## src/design/ait_defines.vh

```
// Constants for the converter injection timer: map, fields, resets, timing
`ifndef AIT_DEFINES_VH
`define AIT_DEFINES_VH

// ----------------------------------------------------------------------
// Bus widths
// ----------------------------------------------------------------------
`define AIT_ADDR_W        16
`define AIT_DATA_W        16

// ----------------------------------------------------------------------
// Register offsets
// ----------------------------------------------------------------------
`define AIT_OFS_CTRL      16'hC000
`define AIT_OFS_START     16'hC002
`define AIT_OFS_END       16'hC004
`define AIT_OFS_CUR       16'hC006
`define AIT_OFS_STAT      16'hC008
`define AIT_OFS_CLR       16'hC00A
`define AIT_OFS_IEN       16'hC00C

// ----------------------------------------------------------------------
// Reset values
// ----------------------------------------------------------------------
`define AIT_RST_CTRL      16'h0000
`define AIT_RST_START     16'h0000
`define AIT_RST_END       16'h0000
`define AIT_RST_CUR       16'h0000
`define AIT_RST_IRQ       2'h0

// ----------------------------------------------------------------------
// Control fields
// ----------------------------------------------------------------------
`define AIT_CTL_RUN       0
`define AIT_CTL_DOWN      1
`define AIT_CTL_ACT_LO    2
`define AIT_CTL_ACT_HI    3
`define AIT_CTL_INJ       4
`define AIT_CTL_PSC_LO    5
`define AIT_CTL_PSC_HI    9
`define AIT_CTL_MASK      16'h03FF

// End-of-period actions
`define AIT_ACT_RELOAD    2'h0
`define AIT_ACT_STOP      2'h1
`define AIT_ACT_CONT      2'h2

// ----------------------------------------------------------------------
// Status and interrupt fields
// ----------------------------------------------------------------------
`define AIT_IRQ_W         2
`define AIT_IRQ_END       0
`define AIT_IRQ_HALT      1
`define AIT_STAT_ST_LO    8
`define AIT_STAT_ST_HI    9

// ----------------------------------------------------------------------
// Prescaler and timing
// ----------------------------------------------------------------------
`define AIT_PSC_W         33
`define AIT_PSC_SEL_W     5
`define AIT_PSC_EXP_MIN   6'h02
`define AIT_INJ_CYC       2'h2

`endif

```

## src/design/ait_prescaler.v

```verilog
// Bus clock divider producing the counting tick of the injection timer
`include "ait_defines.vh"

module ait_prescaler (
	// Clock and reset
	input  wire                         clk,
	input  wire                         rst_n,
	// Control
	input  wire                         run,
	input  wire [`AIT_PSC_SEL_W-1:0]    sel,
	// Counting tick, one cycle every 2^(sel+2) cycles while running
	output wire                         tick
);

	reg  [`AIT_PSC_W-1:0] div_q;
	wire [`AIT_PSC_W-1:0] div_d;
	wire [`AIT_PSC_W-1:0] mask;

	// ------------------------------------------------------------------
	// Period mask
	// ------------------------------------------------------------------
	function [`AIT_PSC_W-1:0] ait_mask;
		input [`AIT_PSC_SEL_W-1:0] s;
		reg   [`AIT_PSC_W:0]       one;
		begin
			one = {{`AIT_PSC_W{1'b0}}, 1'b1} << ({1'b0, s} + `AIT_PSC_EXP_MIN);
			ait_mask = one[`AIT_PSC_W-1:0] - {{(`AIT_PSC_W-1){1'b0}}, 1'b1};
		end
	endfunction

	assign mask = ait_mask(sel);
	// Cleared while stopped so the first tick lands a full period later
	assign div_d = run ? (div_q + {{(`AIT_PSC_W-1){1'b0}}, 1'b1})
	                   : {`AIT_PSC_W{1'b0}};
	assign tick  = run && ((div_q & mask) == mask);

	always @(posedge clk or negedge rst_n) begin
		if (!rst_n) begin
			div_q <= {`AIT_PSC_W{1'b0}};
		end else begin
			div_q <= div_d;
		end
	end

endmodule

```

## src/design/ait_timer.v

```verilog
// Converter injection timer: registers, counter, compare and inject pulse
//
// Summary of operation
// - Current value advances only on prescaler ticks, not on every clock.
// - Prescaler divides the bus clock by 2^2 up to 2^33.
// - Counter source is start value, incrementer or decrementer per control.
// - First tick after run enable loads the start value into the counter.
// - Counter is compared with the end value; equality ends the period.
// - At period end: reload start value, stop, or keep counting.
// - Injection pulse is issued at period end only if enabled.
// - Pulse comes from the rising edge of equality, two cycles long.
//
// Design decision made here: strobed register access.
`include "ait_defines.vh"

module ait_timer (
	// Clock and reset
	input  wire                     ref_clk,
	input  wire                     nrst,
	// Register port
	input  wire [`AIT_ADDR_W-1:0]   reg_addr,
	input  wire [`AIT_DATA_W-1:0]   reg_wdata,
	input  wire                     reg_wr,
	input  wire                     reg_rd,
	output wire [`AIT_DATA_W-1:0]   reg_rdata,
	// Converter trigger and interrupt
	output wire                     conversion_inject_pulse,
	output wire                     irq
);

	// ------------------------------------------------------------------
	// States of the counting sequence
	// ------------------------------------------------------------------
	localparam [1:0] ST_IDLE = 2'h0;
	localparam [1:0] ST_ARM  = 2'h1;
	localparam [1:0] ST_RUN  = 2'h2;
	localparam [1:0] ST_HALT = 2'h3;

	// ------------------------------------------------------------------
	// Declarations
	// ------------------------------------------------------------------
	reg                     rst_meta_q;
	reg                     rst_sync_q;
	wire                    rst_n;

	reg  [`AIT_DATA_W-1:0]  count_control_q;
	reg  [`AIT_DATA_W-1:0]  count_start_value_q;
	reg  [`AIT_DATA_W-1:0]  count_end_value_q;
	reg  [`AIT_DATA_W-1:0]  count_current_value_q;
	reg  [`AIT_DATA_W-1:0]  count_current_value_d;
	reg  [1:0]              state_q;
	reg  [1:0]              state_d;
	reg                     eq_q;
	reg  [1:0]              inj_cnt_q;
	reg  [1:0]              inj_cnt_d;
	reg                     inj_q;
	reg  [`AIT_IRQ_W-1:0]   stat_q;
	reg  [`AIT_IRQ_W-1:0]   ien_q;
	reg                     irq_q;
	reg  [`AIT_DATA_W-1:0]  rd_mux;
	reg  [`AIT_DATA_W-1:0]  rdata_q;

	wire                    run_enable;
	wire                    count_down;
	wire [1:0]              end_action;
	wire                    inject_enable;
	wire [`AIT_PSC_SEL_W-1:0] psc_sel;
	wire                    psc_run;
	wire                    tick;
	wire                    match;
	wire                    eq_rise;
	wire [`AIT_DATA_W-1:0]  step_value;
	wire [`AIT_IRQ_W-1:0]   events;
	wire [`AIT_IRQ_W-1:0]   clr_mask;
	wire [`AIT_IRQ_W-1:0]   stat_d;

	// ------------------------------------------------------------------
	// Address decode
	// ------------------------------------------------------------------
	function ait_hit;
		input [`AIT_ADDR_W-1:0] addr;
		input [`AIT_ADDR_W-1:0] ofs;
		begin
			ait_hit = (addr == ofs);
		end
	endfunction

	// ------------------------------------------------------------------
	// Reset release
	// ------------------------------------------------------------------
	// Assertion is immediate, release is two clocks late and glitch free
	always @(posedge ref_clk or negedge nrst) begin
		if (!nrst) begin
			rst_meta_q <= 1'b0;
			rst_sync_q <= 1'b0;
		end else begin
			rst_meta_q <= 1'b1;
			rst_sync_q <= rst_meta_q;
		end
	end

	assign rst_n = rst_sync_q;

	// ------------------------------------------------------------------
	// Control fields
	// ------------------------------------------------------------------
	assign run_enable    = count_control_q[`AIT_CTL_RUN];
	assign count_down    = count_control_q[`AIT_CTL_DOWN];
	assign end_action    = count_control_q[`AIT_CTL_ACT_HI:`AIT_CTL_ACT_LO];
	assign inject_enable = count_control_q[`AIT_CTL_INJ];
	assign psc_sel       = count_control_q[`AIT_CTL_PSC_HI:`AIT_CTL_PSC_LO];

	// ------------------------------------------------------------------
	// Configuration registers
	// ------------------------------------------------------------------
	// Written at any time; changing anything but run enable while counting
	// is left to software discipline, so no interlock is spent on it.
	always @(posedge ref_clk or negedge rst_n) begin
		if (!rst_n) begin
			count_control_q     <= `AIT_RST_CTRL;
			count_start_value_q <= `AIT_RST_START;
			count_end_value_q   <= `AIT_RST_END;
			ien_q               <= `AIT_RST_IRQ;
		end else if (reg_wr) begin
			if (ait_hit(reg_addr, `AIT_OFS_CTRL)) begin
				count_control_q <= reg_wdata & `AIT_CTL_MASK;
			end
			if (ait_hit(reg_addr, `AIT_OFS_START)) begin
				count_start_value_q <= reg_wdata;
			end
			if (ait_hit(reg_addr, `AIT_OFS_END)) begin
				count_end_value_q <= reg_wdata;
			end
			if (ait_hit(reg_addr, `AIT_OFS_IEN)) begin
				ien_q <= reg_wdata[`AIT_IRQ_W-1:0];
			end
		end
	end

	// ------------------------------------------------------------------
	// Prescaler
	// ------------------------------------------------------------------
	assign psc_run = run_enable && (state_q != ST_HALT);

	ait_prescaler u_prescaler (
		.clk   (ref_clk),
		.rst_n (rst_n),
		.run   (psc_run),
		.sel   (psc_sel),
		.tick  (tick)
	);

	// ------------------------------------------------------------------
	// Compare and step
	// ------------------------------------------------------------------
	// Only a loaded counter is compared, so a stale value never matches
	assign match = (state_q == ST_RUN) &&
	               (count_current_value_q == count_end_value_q);

	assign step_value = count_down ?
		(count_current_value_q - {{(`AIT_DATA_W-1){1'b0}}, 1'b1}) :
		(count_current_value_q + {{(`AIT_DATA_W-1){1'b0}}, 1'b1});

	// ------------------------------------------------------------------
	// Counting sequence
	// ------------------------------------------------------------------
	always @* begin
		state_d               = state_q;
		count_current_value_d = count_current_value_q;
		case (state_q)
			ST_IDLE: begin
				if (run_enable) begin
					state_d = ST_ARM;
				end
			end
			ST_ARM: begin
				if (!run_enable) begin
					state_d = ST_IDLE;
				end else if (tick) begin
					count_current_value_d = count_start_value_q;
					state_d               = ST_RUN;
				end
			end
			ST_RUN: begin
				if (!run_enable) begin
					state_d = ST_IDLE;
				end else if (tick) begin
					if (match) begin
						case (end_action)
							`AIT_ACT_RELOAD: begin
								count_current_value_d = count_start_value_q;
							end
							`AIT_ACT_STOP: begin
								state_d = ST_HALT;
							end
							default: begin
								count_current_value_d = step_value;
							end
						endcase
					end else begin
						count_current_value_d = step_value;
					end
				end
			end
			ST_HALT: begin
				if (!run_enable) begin
					state_d = ST_IDLE;
				end
			end
			default: begin
				state_d = ST_IDLE;
			end
		endcase
	end

	// The counter keeps its last value when stopped so software can read it
	always @(posedge ref_clk or negedge rst_n) begin
		if (!rst_n) begin
			state_q               <= ST_IDLE;
			count_current_value_q <= `AIT_RST_CUR;
		end else begin
			state_q               <= state_d;
			count_current_value_q <= count_current_value_d;
		end
	end

	// ------------------------------------------------------------------
	// Injection pulse
	// ------------------------------------------------------------------
	assign eq_rise = match && !eq_q;

	always @* begin
		inj_cnt_d = inj_cnt_q;
		if (eq_rise && inject_enable) begin
			inj_cnt_d = `AIT_INJ_CYC;
		end else if (inj_cnt_q != 2'h0) begin
			inj_cnt_d = inj_cnt_q - 2'h1;
		end
	end

	always @(posedge ref_clk or negedge rst_n) begin
		if (!rst_n) begin
			eq_q      <= 1'b0;
			inj_cnt_q <= 2'h0;
			inj_q     <= 1'b0;
		end else begin
			eq_q      <= match;
			inj_cnt_q <= inj_cnt_d;
			inj_q     <= (inj_cnt_d != 2'h0);
		end
	end

	assign conversion_inject_pulse = inj_q;

	// ------------------------------------------------------------------
	// Interrupt status
	// ------------------------------------------------------------------
	assign events[`AIT_IRQ_END]  = eq_rise;
	assign events[`AIT_IRQ_HALT] = (state_q == ST_RUN) && (state_d == ST_HALT);

	assign clr_mask = (reg_wr && ait_hit(reg_addr, `AIT_OFS_CLR)) ?
	                  reg_wdata[`AIT_IRQ_W-1:0] : {`AIT_IRQ_W{1'b0}};

	// A new event in the cycle of its clear survives the clear
	assign stat_d = (stat_q & ~clr_mask) | events;

	always @(posedge ref_clk or negedge rst_n) begin
		if (!rst_n) begin
			stat_q <= `AIT_RST_IRQ;
			irq_q  <= 1'b0;
		end else begin
			stat_q <= stat_d;
			irq_q  <= |(stat_q & ien_q);
		end
	end

	assign irq = irq_q;

	// ------------------------------------------------------------------
	// Read path
	// ------------------------------------------------------------------
	always @* begin
		rd_mux = {`AIT_DATA_W{1'b0}};
		case (reg_addr)
			`AIT_OFS_CTRL: begin
				rd_mux = count_control_q;
			end
			`AIT_OFS_START: begin
				rd_mux = count_start_value_q;
			end
			`AIT_OFS_END: begin
				rd_mux = count_end_value_q;
			end
			`AIT_OFS_CUR: begin
				rd_mux = count_current_value_q;
			end
			`AIT_OFS_STAT: begin
				rd_mux[`AIT_IRQ_W-1:0] = stat_q;
				rd_mux[`AIT_STAT_ST_HI:`AIT_STAT_ST_LO] = state_q;
			end
			`AIT_OFS_IEN: begin
				rd_mux[`AIT_IRQ_W-1:0] = ien_q;
			end
			default: begin
				rd_mux = {`AIT_DATA_W{1'b0}};
			end
		endcase
	end

	// Data is valid only in the cycle after the strobe, zero otherwise
	always @(posedge ref_clk or negedge rst_n) begin
		if (!rst_n) begin
			rdata_q <= {`AIT_DATA_W{1'b0}};
		end else if (reg_rd) begin
			rdata_q <= rd_mux;
		end else begin
			rdata_q <= {`AIT_DATA_W{1'b0}};
		end
	end

	assign reg_rdata = rdata_q;

endmodule

```

## config.mk

```make
export PLATFORM = sky130hd
export DESIGN_NAME = ait_timer
export DESIGN_NICKNAME = d
export VERILOG_FILES = /design/src/design/ait_prescaler.v /design/src/design/ait_timer.v
export VERILOG_INCLUDE_DIRS = /design/src /design/src/design
export SDC_FILE = /design/constraint.sdc
export NUM_CORES = 1
export LEC_CHECK = 0
export ABC_AREA = 1
export BUFFER_PORTS_ARGS = -buffer_cell sky130_fd_sc_hd__buf_2
export CAP_MARGIN = 20
export CORE_UTILIZATION = 32
export DETAILED_ROUTE_END_ITERATION = 16
export MAX_ROUTING_LAYER = met4
export PLACE_DENSITY = 0.56
export SYNTH_ARGS = -nofsm -noshare
export SYNTH_HDL_FRONTEND = slang
export SYNTH_SLANG_ARGS = --single-unit
```

## constraint.sdc

```tcl
create_clock -name ref_clk -period 9.3 [get_ports ref_clk]
set_clock_uncertainty 0.2 [all_clocks]
set_input_delay 0.465 -clock ref_clk [delete_from_list [all_inputs] [get_ports ref_clk]]
set_output_delay 0.465 -clock ref_clk [all_outputs]
set_load 0.02 [all_outputs]
```

== Word-level counts from Yosys, hierarchy flattened ==
Cells that the tools add are included.

* Order comparisons: 0
* Multiply operators: 0
* $add $sub $neg: 6
* Muxes and demuxes: 26
* Reductions and logical operators: 19
* Shift-type cells: 1
* Bitwise logic cells: 5
* Eq/ne operators: 20
* Divide/modulo/power cells: 0

{| class="wikitable"
|+ Operators by type and width
! operator !! number
|-
| $eq A16 B16 Y1 const B || 7
|-
| $mux W16 || 7
|-
| $pmux W16 S2 || 2
|-
| $add A33 B1 Y33 const B || 1
|-
| $and A33 B33 Y33 || 1
|-
| $eq A33 B33 Y1 || 1
|-
| $mux W33 || 1
|-
| $shl A1 B6 Y33 const A || 1
|-
| $sub A33 B1 Y33 const B || 1
|-
| $pmux W6 S4 || 1
|-
| $mux W2 || 11
|-
| $pmux W6 S3 || 1
|-
| $add A16 B1 Y16 const B || 1
|-
| $eq A16 B16 Y1 || 1
|-
| $sub A16 B1 Y16 const B || 1
|-
| $pmux W2 S6 || 1
|-
| $ne A2 B2 Y1 const B || 5
|-
| $pmux W2 S5 || 1
|-
| $pmux W2 S4 || 1
|-
| $reduce_and A2 Y1 || 4
|-
| $logic_and A1 B1 Y1 || 7
|-
| $add A5 B2 Y6 const B || 1
|-
| $eq A2 B2 Y1 const B || 3
|-
| $reduce_and A6 Y1 || 1
|-
| 10 further kinds || 15
|}

* Word-level logic and storage cells: 92
* Bits in writable memories: 0
* Bits in latches: 0
* Memories: 0
* ROM bits: 0
* Flip-flop bits (word level): 120

== Logic depth before layout (Yosys ltp) ==
* Depth after elaboration: 12
* Mapped depth: 23
* Mapped depth without buffers: 23

== Modules after synthesis ==
Synthesis repeated with hierarchy kept, for this count alone.

* Cells, all modules: 1296
* Area, all modules: 8485.6 µm²

{| class="wikitable"
|+ By module, submodules not included
! module !! cells each !! area each (µm²) !! seq. area each (µm²) !! instances
|-
| ait_timer || 775 || 5342.6 || 2177.1 || 1
|-
| ait_prescaler || 521 || 3143.0 || 825.8 || 1
|}

== Worst setup path before layout ==
Ideal clock, no wire load.

* Kind: register to register
* From: reg count_control_q[6]
* To: reg count_current_value_q[5]
* Library setup time: 0.124 ns
* Stages on the path, launching flop included: 23
* Arrival time: 2.806 ns
* Setup slack: 6.170 ns
* Path buffers: 2
* Path through: dfrtp_1 ha_1 buf_2 inv_2 nand3_1 nor2_1 nand2_1 ha_1 nand3_2 inv_2 nand2_1 nand2_1 nand3_1 nand2_1 nor2_1 nand2_1 nor2_1 nand2_1 nor2_4 nand4_4 buf_6 nand2_2 o21ai_2

* Longest elaborated chain between the ends: 8
* Elaborated cells on any way between the ends: 9
* Those cells by class: 2 x add/sub; 3 x eq/ne; 1 x shift; 1 x bitwise; 2 x reduce/logical

{| class="wikitable"
|+ RTL lines
! what !! RTL line !! RTL
|-
| from (decl) || ait_timer.v:46 || <nowiki>reg [`AIT_DATA_W-1:0] count_control_q;</nowiki>
|-
| from (signal assigned) || ait_timer.v:120 || <nowiki>count_control_q <= `AIT_RST_CTRL;</nowiki>
|-
| from (signal assigned) || ait_timer.v:126 || <nowiki>count_control_q <= reg_wdata & `AIT_CTL_MASK;</nowiki>
|-
| $add A5 B2 Y6 (no source line) * || n/a ||
|-
| $shl A1 B6 Y33 * || ait_prescaler.v:26 || <nowiki>one = {{`AIT_PSC_W{1'b0}}, 1'b1} << ({1'b0, s} + `AIT_PSC_EXP_MIN);</nowiki>
|-
| $sub A33 B1 Y33 * || ait_prescaler.v:27 || <nowiki>ait_mask = one[`AIT_PSC_W-1:0] - {{(`AIT_PSC_W-1){1'b0}}, 1'b1};</nowiki>
|-
| $and A33 B33 Y33 || ait_prescaler.v:35 || <nowiki>assign tick = run && ((div_q & mask) == mask);</nowiki>
|-
| $eq A33 B33 Y1 * || ait_prescaler.v:35 ||
|-
| $logic_and A1 B1 Y1 * || ait_prescaler.v:35 ||
|-
| $ne A2 B2 Y1 (no source line) || n/a ||
|-
| $reduce_and A6 Y1 (no source line) * || n/a ||
|-
| to (signal assigned) || ait_timer.v:220 || <nowiki>count_current_value_q <= `AIT_RST_CUR;</nowiki>
|-
| to (signal assigned) || ait_timer.v:223 || <nowiki>count_current_value_q <= count_current_value_d;</nowiki>
|-
| to (decl) || ait_timer.v:49 || <nowiki>reg [`AIT_DATA_W-1:0] count_current_value_q;</nowiki>
|}

Mark *: on every way between the ends. The rest lies on a longest branch, timed or not.
A chain may end at the register's enable or synchronous reset.

== Final worst setup path ==
* From: reg count_control_q[6]
* To: reg count_current_value_q[1]

The elaborated chain is that of the path after synthesis.

==> impl_metrics.tcl <==
set metrics [dict create \
    end_kind "flip-flop" \
    finalPower_mw 1.223 \
    gp_congestion 0.9867 \
    grt_pass1_vias 7619 \
    syn_area_sq_um 8169 \
    slew_headroom 0.4244 \
    cp_num_cells 19 \
    core_area_sq_um 25110 \
    crit_fanout 32 \
    rows 58 \
    r2r_cells 19 \
    powerDensity_nw_per_um2 131.1 \
    start_util 0.3253 \
    clock_path_buffers 2 \
    grt_start_max_net_pins 66 \
    ir_worst_vdd_mv 0.1173 \
    hold_depth 3 \
    post-route-period-util 0.4489 \
    fmax_ghz 0.2395 \
    yosysSeqAreaShare 0.3676 \
    hold_class "in2reg" \
    ys_ff_latch 120 \
    nFillCells 2708 \
    whs_endpoint "count_start_value_q[11]" \
    clk_latency_ns 0.42 \
    r2r-start "count_control_q[6]" \
    worstMarginPinSlew_ns 0.8634 \
    num_io_pins 54 \
    dr.pass1.iters 6 \
    critPathTopFamily "simple AND/OR/NAND/NOR gates" \
    crit_chain "ha_1 > inv_2 > nand3_1 > nor2_1 > nand2_1 > ha_1 > nand3_2 > nor2_2 > nand2_1 > inv_2 > nand3_1 > nand3_1 > nand2_1 > inv_1 > nand2_1 > nor2_4 > nand4_4 > nand2_1 > o21ai_2" \
    drv_cap 0 \
    cts.sinks 120 \
    grt_pass1_wl_mm 40.53 \
    status "finished, final reports clean" \
    clockRootBuffer "clkbuf_16" \
    crit_slowest_cell "nand4_4" \
    drt_wl_total_mm 24.90 \
    wl_per_cell_um 16.02 \
    placed_cell_area_sq_um 8716 \
    cts_buffers 17 \
    setup-violations-final 0 \
    die_x_um 161.8 \
    area_growth_pct 14.17 \
    synthArstFlopShare 1.000 \
    worstPathBufferInverterCount 3 \
    synth_top_family_by_area "simple AND/OR/NAND/NOR gates" \
    hold_viol_final 0 \
    synth_largest_area_cell "dfrtp_1" \
    cts.clk_slew.worst_paths_ns 0.06 \
    crit_required_ns 9.39 \
    insertedDiodeCount 0 \
    syn_area_per_cell_sq_um 7.048 \
    cp-start-kind "flip-flop" \
    cts-resized-gates 0 \
    yosysTopAreaCellShare 0.3676 \
    grt.total_usage 0.2039 \
    worst_path_largest_cell_delay_ns 0.58 \
    hp-start "reg_wdata[11]" \
    cts_tree "done" \
    vias 7889 \
    remaining_drc_errors 0 \
    ys_top_cells_by_area "dfrtp_1 (37%), nand2_1 (12%), inv_1 (6.9%)" \
    post-route-min-period_ns 4.175 \
    ys.flop_type "dfrtp_1" \
    ff2ff_setup_slack_ns 5.13 \
    htree_levels 4 \
    drtIter0Drc 639 \
    syn_nets 1213 \
    io_buffer_count 53 \
    drive_gt1_frac 0.1356 \
    rsz0062_at_grt "no" \
    antenna_found_initial 0 \
    setup_tns_ns 0 \
    instances_no_fill 1554 \
    r2r_end "count_current_value_q[1]" \
    nets 1265 \
    final_antenna_net_count 0 \
    via_per_inst 5.077 \
    synth-xor-area-share 0.01823 \
    synth_edf_count 0 \
    dp.cells 1520 \
    p_leak_nw 4.584 \
    place_ws_ns 5.165 \
    dieArea_sq_um 26170 \
    dp_hpwl_mm 19.22 \
    synthCells 1159 \
    die_h_um 161.8 \
    fin_ws_ns 5.125 \
    muxShareOfSynthArea 0.007352 \
    synth_cell_type_count 53 \
    critPathArrivalTime_ns 4.27 \
    report.final.slew_viol_count 0 \
    synthAdderAreaFrac 0.02849 \
    worstSetupPathType "reg2reg" \
    grt_overflow_total 0 \
    finalInstanceArea_sq_um 9326 \
    synth_compound_area_frac 0.1484 \
    yosysWarnings 0 \
    synth_simple_gate_area_frac 0.3357 \
    crit_path_frequent_cell "nand2_1" \
]
sequential cells by signal (all words and copies together), names as in the netlist:
| register | cells |
|---|---|
| conversion_inject_pulse | 1 |
| count_control_q | 10 |
| count_current_value_q | 16 |
| count_end_value_q | 16 |
| count_start_value_q | 16 |
| eq_q | 1 |
| ien_q | 2 |
| inj_cnt_q | 2 |
| irq | 1 |
| reg_rdata | 16 |
| rst_meta_q | 1 |
| rst_n | 1 |
| stat_q | 2 |
| state_q | 2 |
| u_prescaler.div_q | 33 |
kinds of logic (layout without fill, tap and decap cells):
group	count (synthesis)	after routing
and+or+nand+nor	606	606
AOI/OAI and AO/OA	206	206
buffers and inverters	185	250
DFF	120	120
adders and majority gates	18	18
xor gates and xnor gates	17	17
muxes	6	6
other	1	1
worst max path at each step:
| stage | from | slack [ns] | endpoint |
|---|---|---|---|
| floorplan | rst_n | 5.51 | conversion_inject_pulse |
| global placement | count_control_q[6] | 5.26 | count_current_value_q[1] |
| detailed placement | count_control_q[6] | 5.16 | count_current_value_q[1] |
| CTS | count_control_q[6] | 5.15 | count_current_value_q[1] |
| global route | count_control_q[6] | 4.76 | count_current_value_q[1] |
| finish | count_control_q[6] | 5.13 | count_current_value_q[1] |
layout make-up:
| cell class | count | area (sq um) | area share |
|---|---|---|---|
| Clock inverter | 9 | 117.6 | 0.01261 |
| Clock buffer | 23 | 478.0 | 0.05125 |
| Inverter | 158 | 593.1 | 0.06359 |
| Tap cell | 330 | 412.9 | 0.04427 |
| Timing Repair Buffer | 60 | 317.8 | 0.03408 |
| Sequential cell | 120 | 3007 | 0.3224 |
| Multi-Input combinational cell | 854 | 4400 | 0.4718 |
placed cells by master, fill, tap and decap left out, drive strengths merged, types with 2 or more instances in the layout:
cell type,instances
a21o,3
a21oi,52
a221oi,10
a22oi,3
a31oi,4
and3,3
buf,59
bufinv,2
clkbuf,23
clkinv,6
clkinvlp,3
dfrtp,120
ha,17
inv,156
mux2i,6
nand2,299
nand3,78
nand3b,3
nand4,28
nor2,136
nor3,35
nor4,15
o211ai,6
o21a,2
o21ai,111
o22ai,6
o31ai,2
or2,5
xnor2,4
xor2,13
where the power goes:
part           switching, mW  internal, mW
Sequential           0.00557         0.523
Clock                  0.256         0.418
Combinational         0.0135       0.00738
Total                  0.275         0.948
per-layer routing:
layer	global-route usage	share of wire
met5	-	0
met1	0.2657	0.47
met4	0.06432	0.018
met3	0.02886	0.038
met2	0.3260	0.47
stage by stage:
stage | hold WS, ns | utilization
after global routing | 0.1208 | 0.3714
after detailed placement | 0.05194 | 0.3471
after global placement | 0.05056 | 0.3471
after floorplan | -0.03059 | -
after CTS | 0.09196 | 0.3712
final | 0.1046 | 0.3714
synth_stat cells (5+ instances only):
cell type	instances
a221oi_1	10
nand2_1	267
nand3_1	73
nor3_1	35
inv_2	6
nand4_1	27
clkbuf_1	14
nor4_1	15
xor2_1	13
a21oi_1	52
o21ai_2	16
o211ai_1	5
ha_1	17
o21ai_0	93
mux2i_1	6
dfrtp_1	120
nand3_2	5
nand2_2	30
o22ai_1	6
nor2_1	126
nor2_2	6
inv_1	150
or2_2	5
buf_6	8
worst min-delay path, stage by stage:
cell and delay [ns]:
buf_2 0.09, inv_1 0.05, o21ai_0 0.07
repair_timing:
item / 4_1_cts / 5_1_grt
endpoints found under the hold margin: 2 / 0
setup buffers: 0 / 0
hold buffers: 1 / 0
No activity file was read; power rests on OpenSTA's default activity.
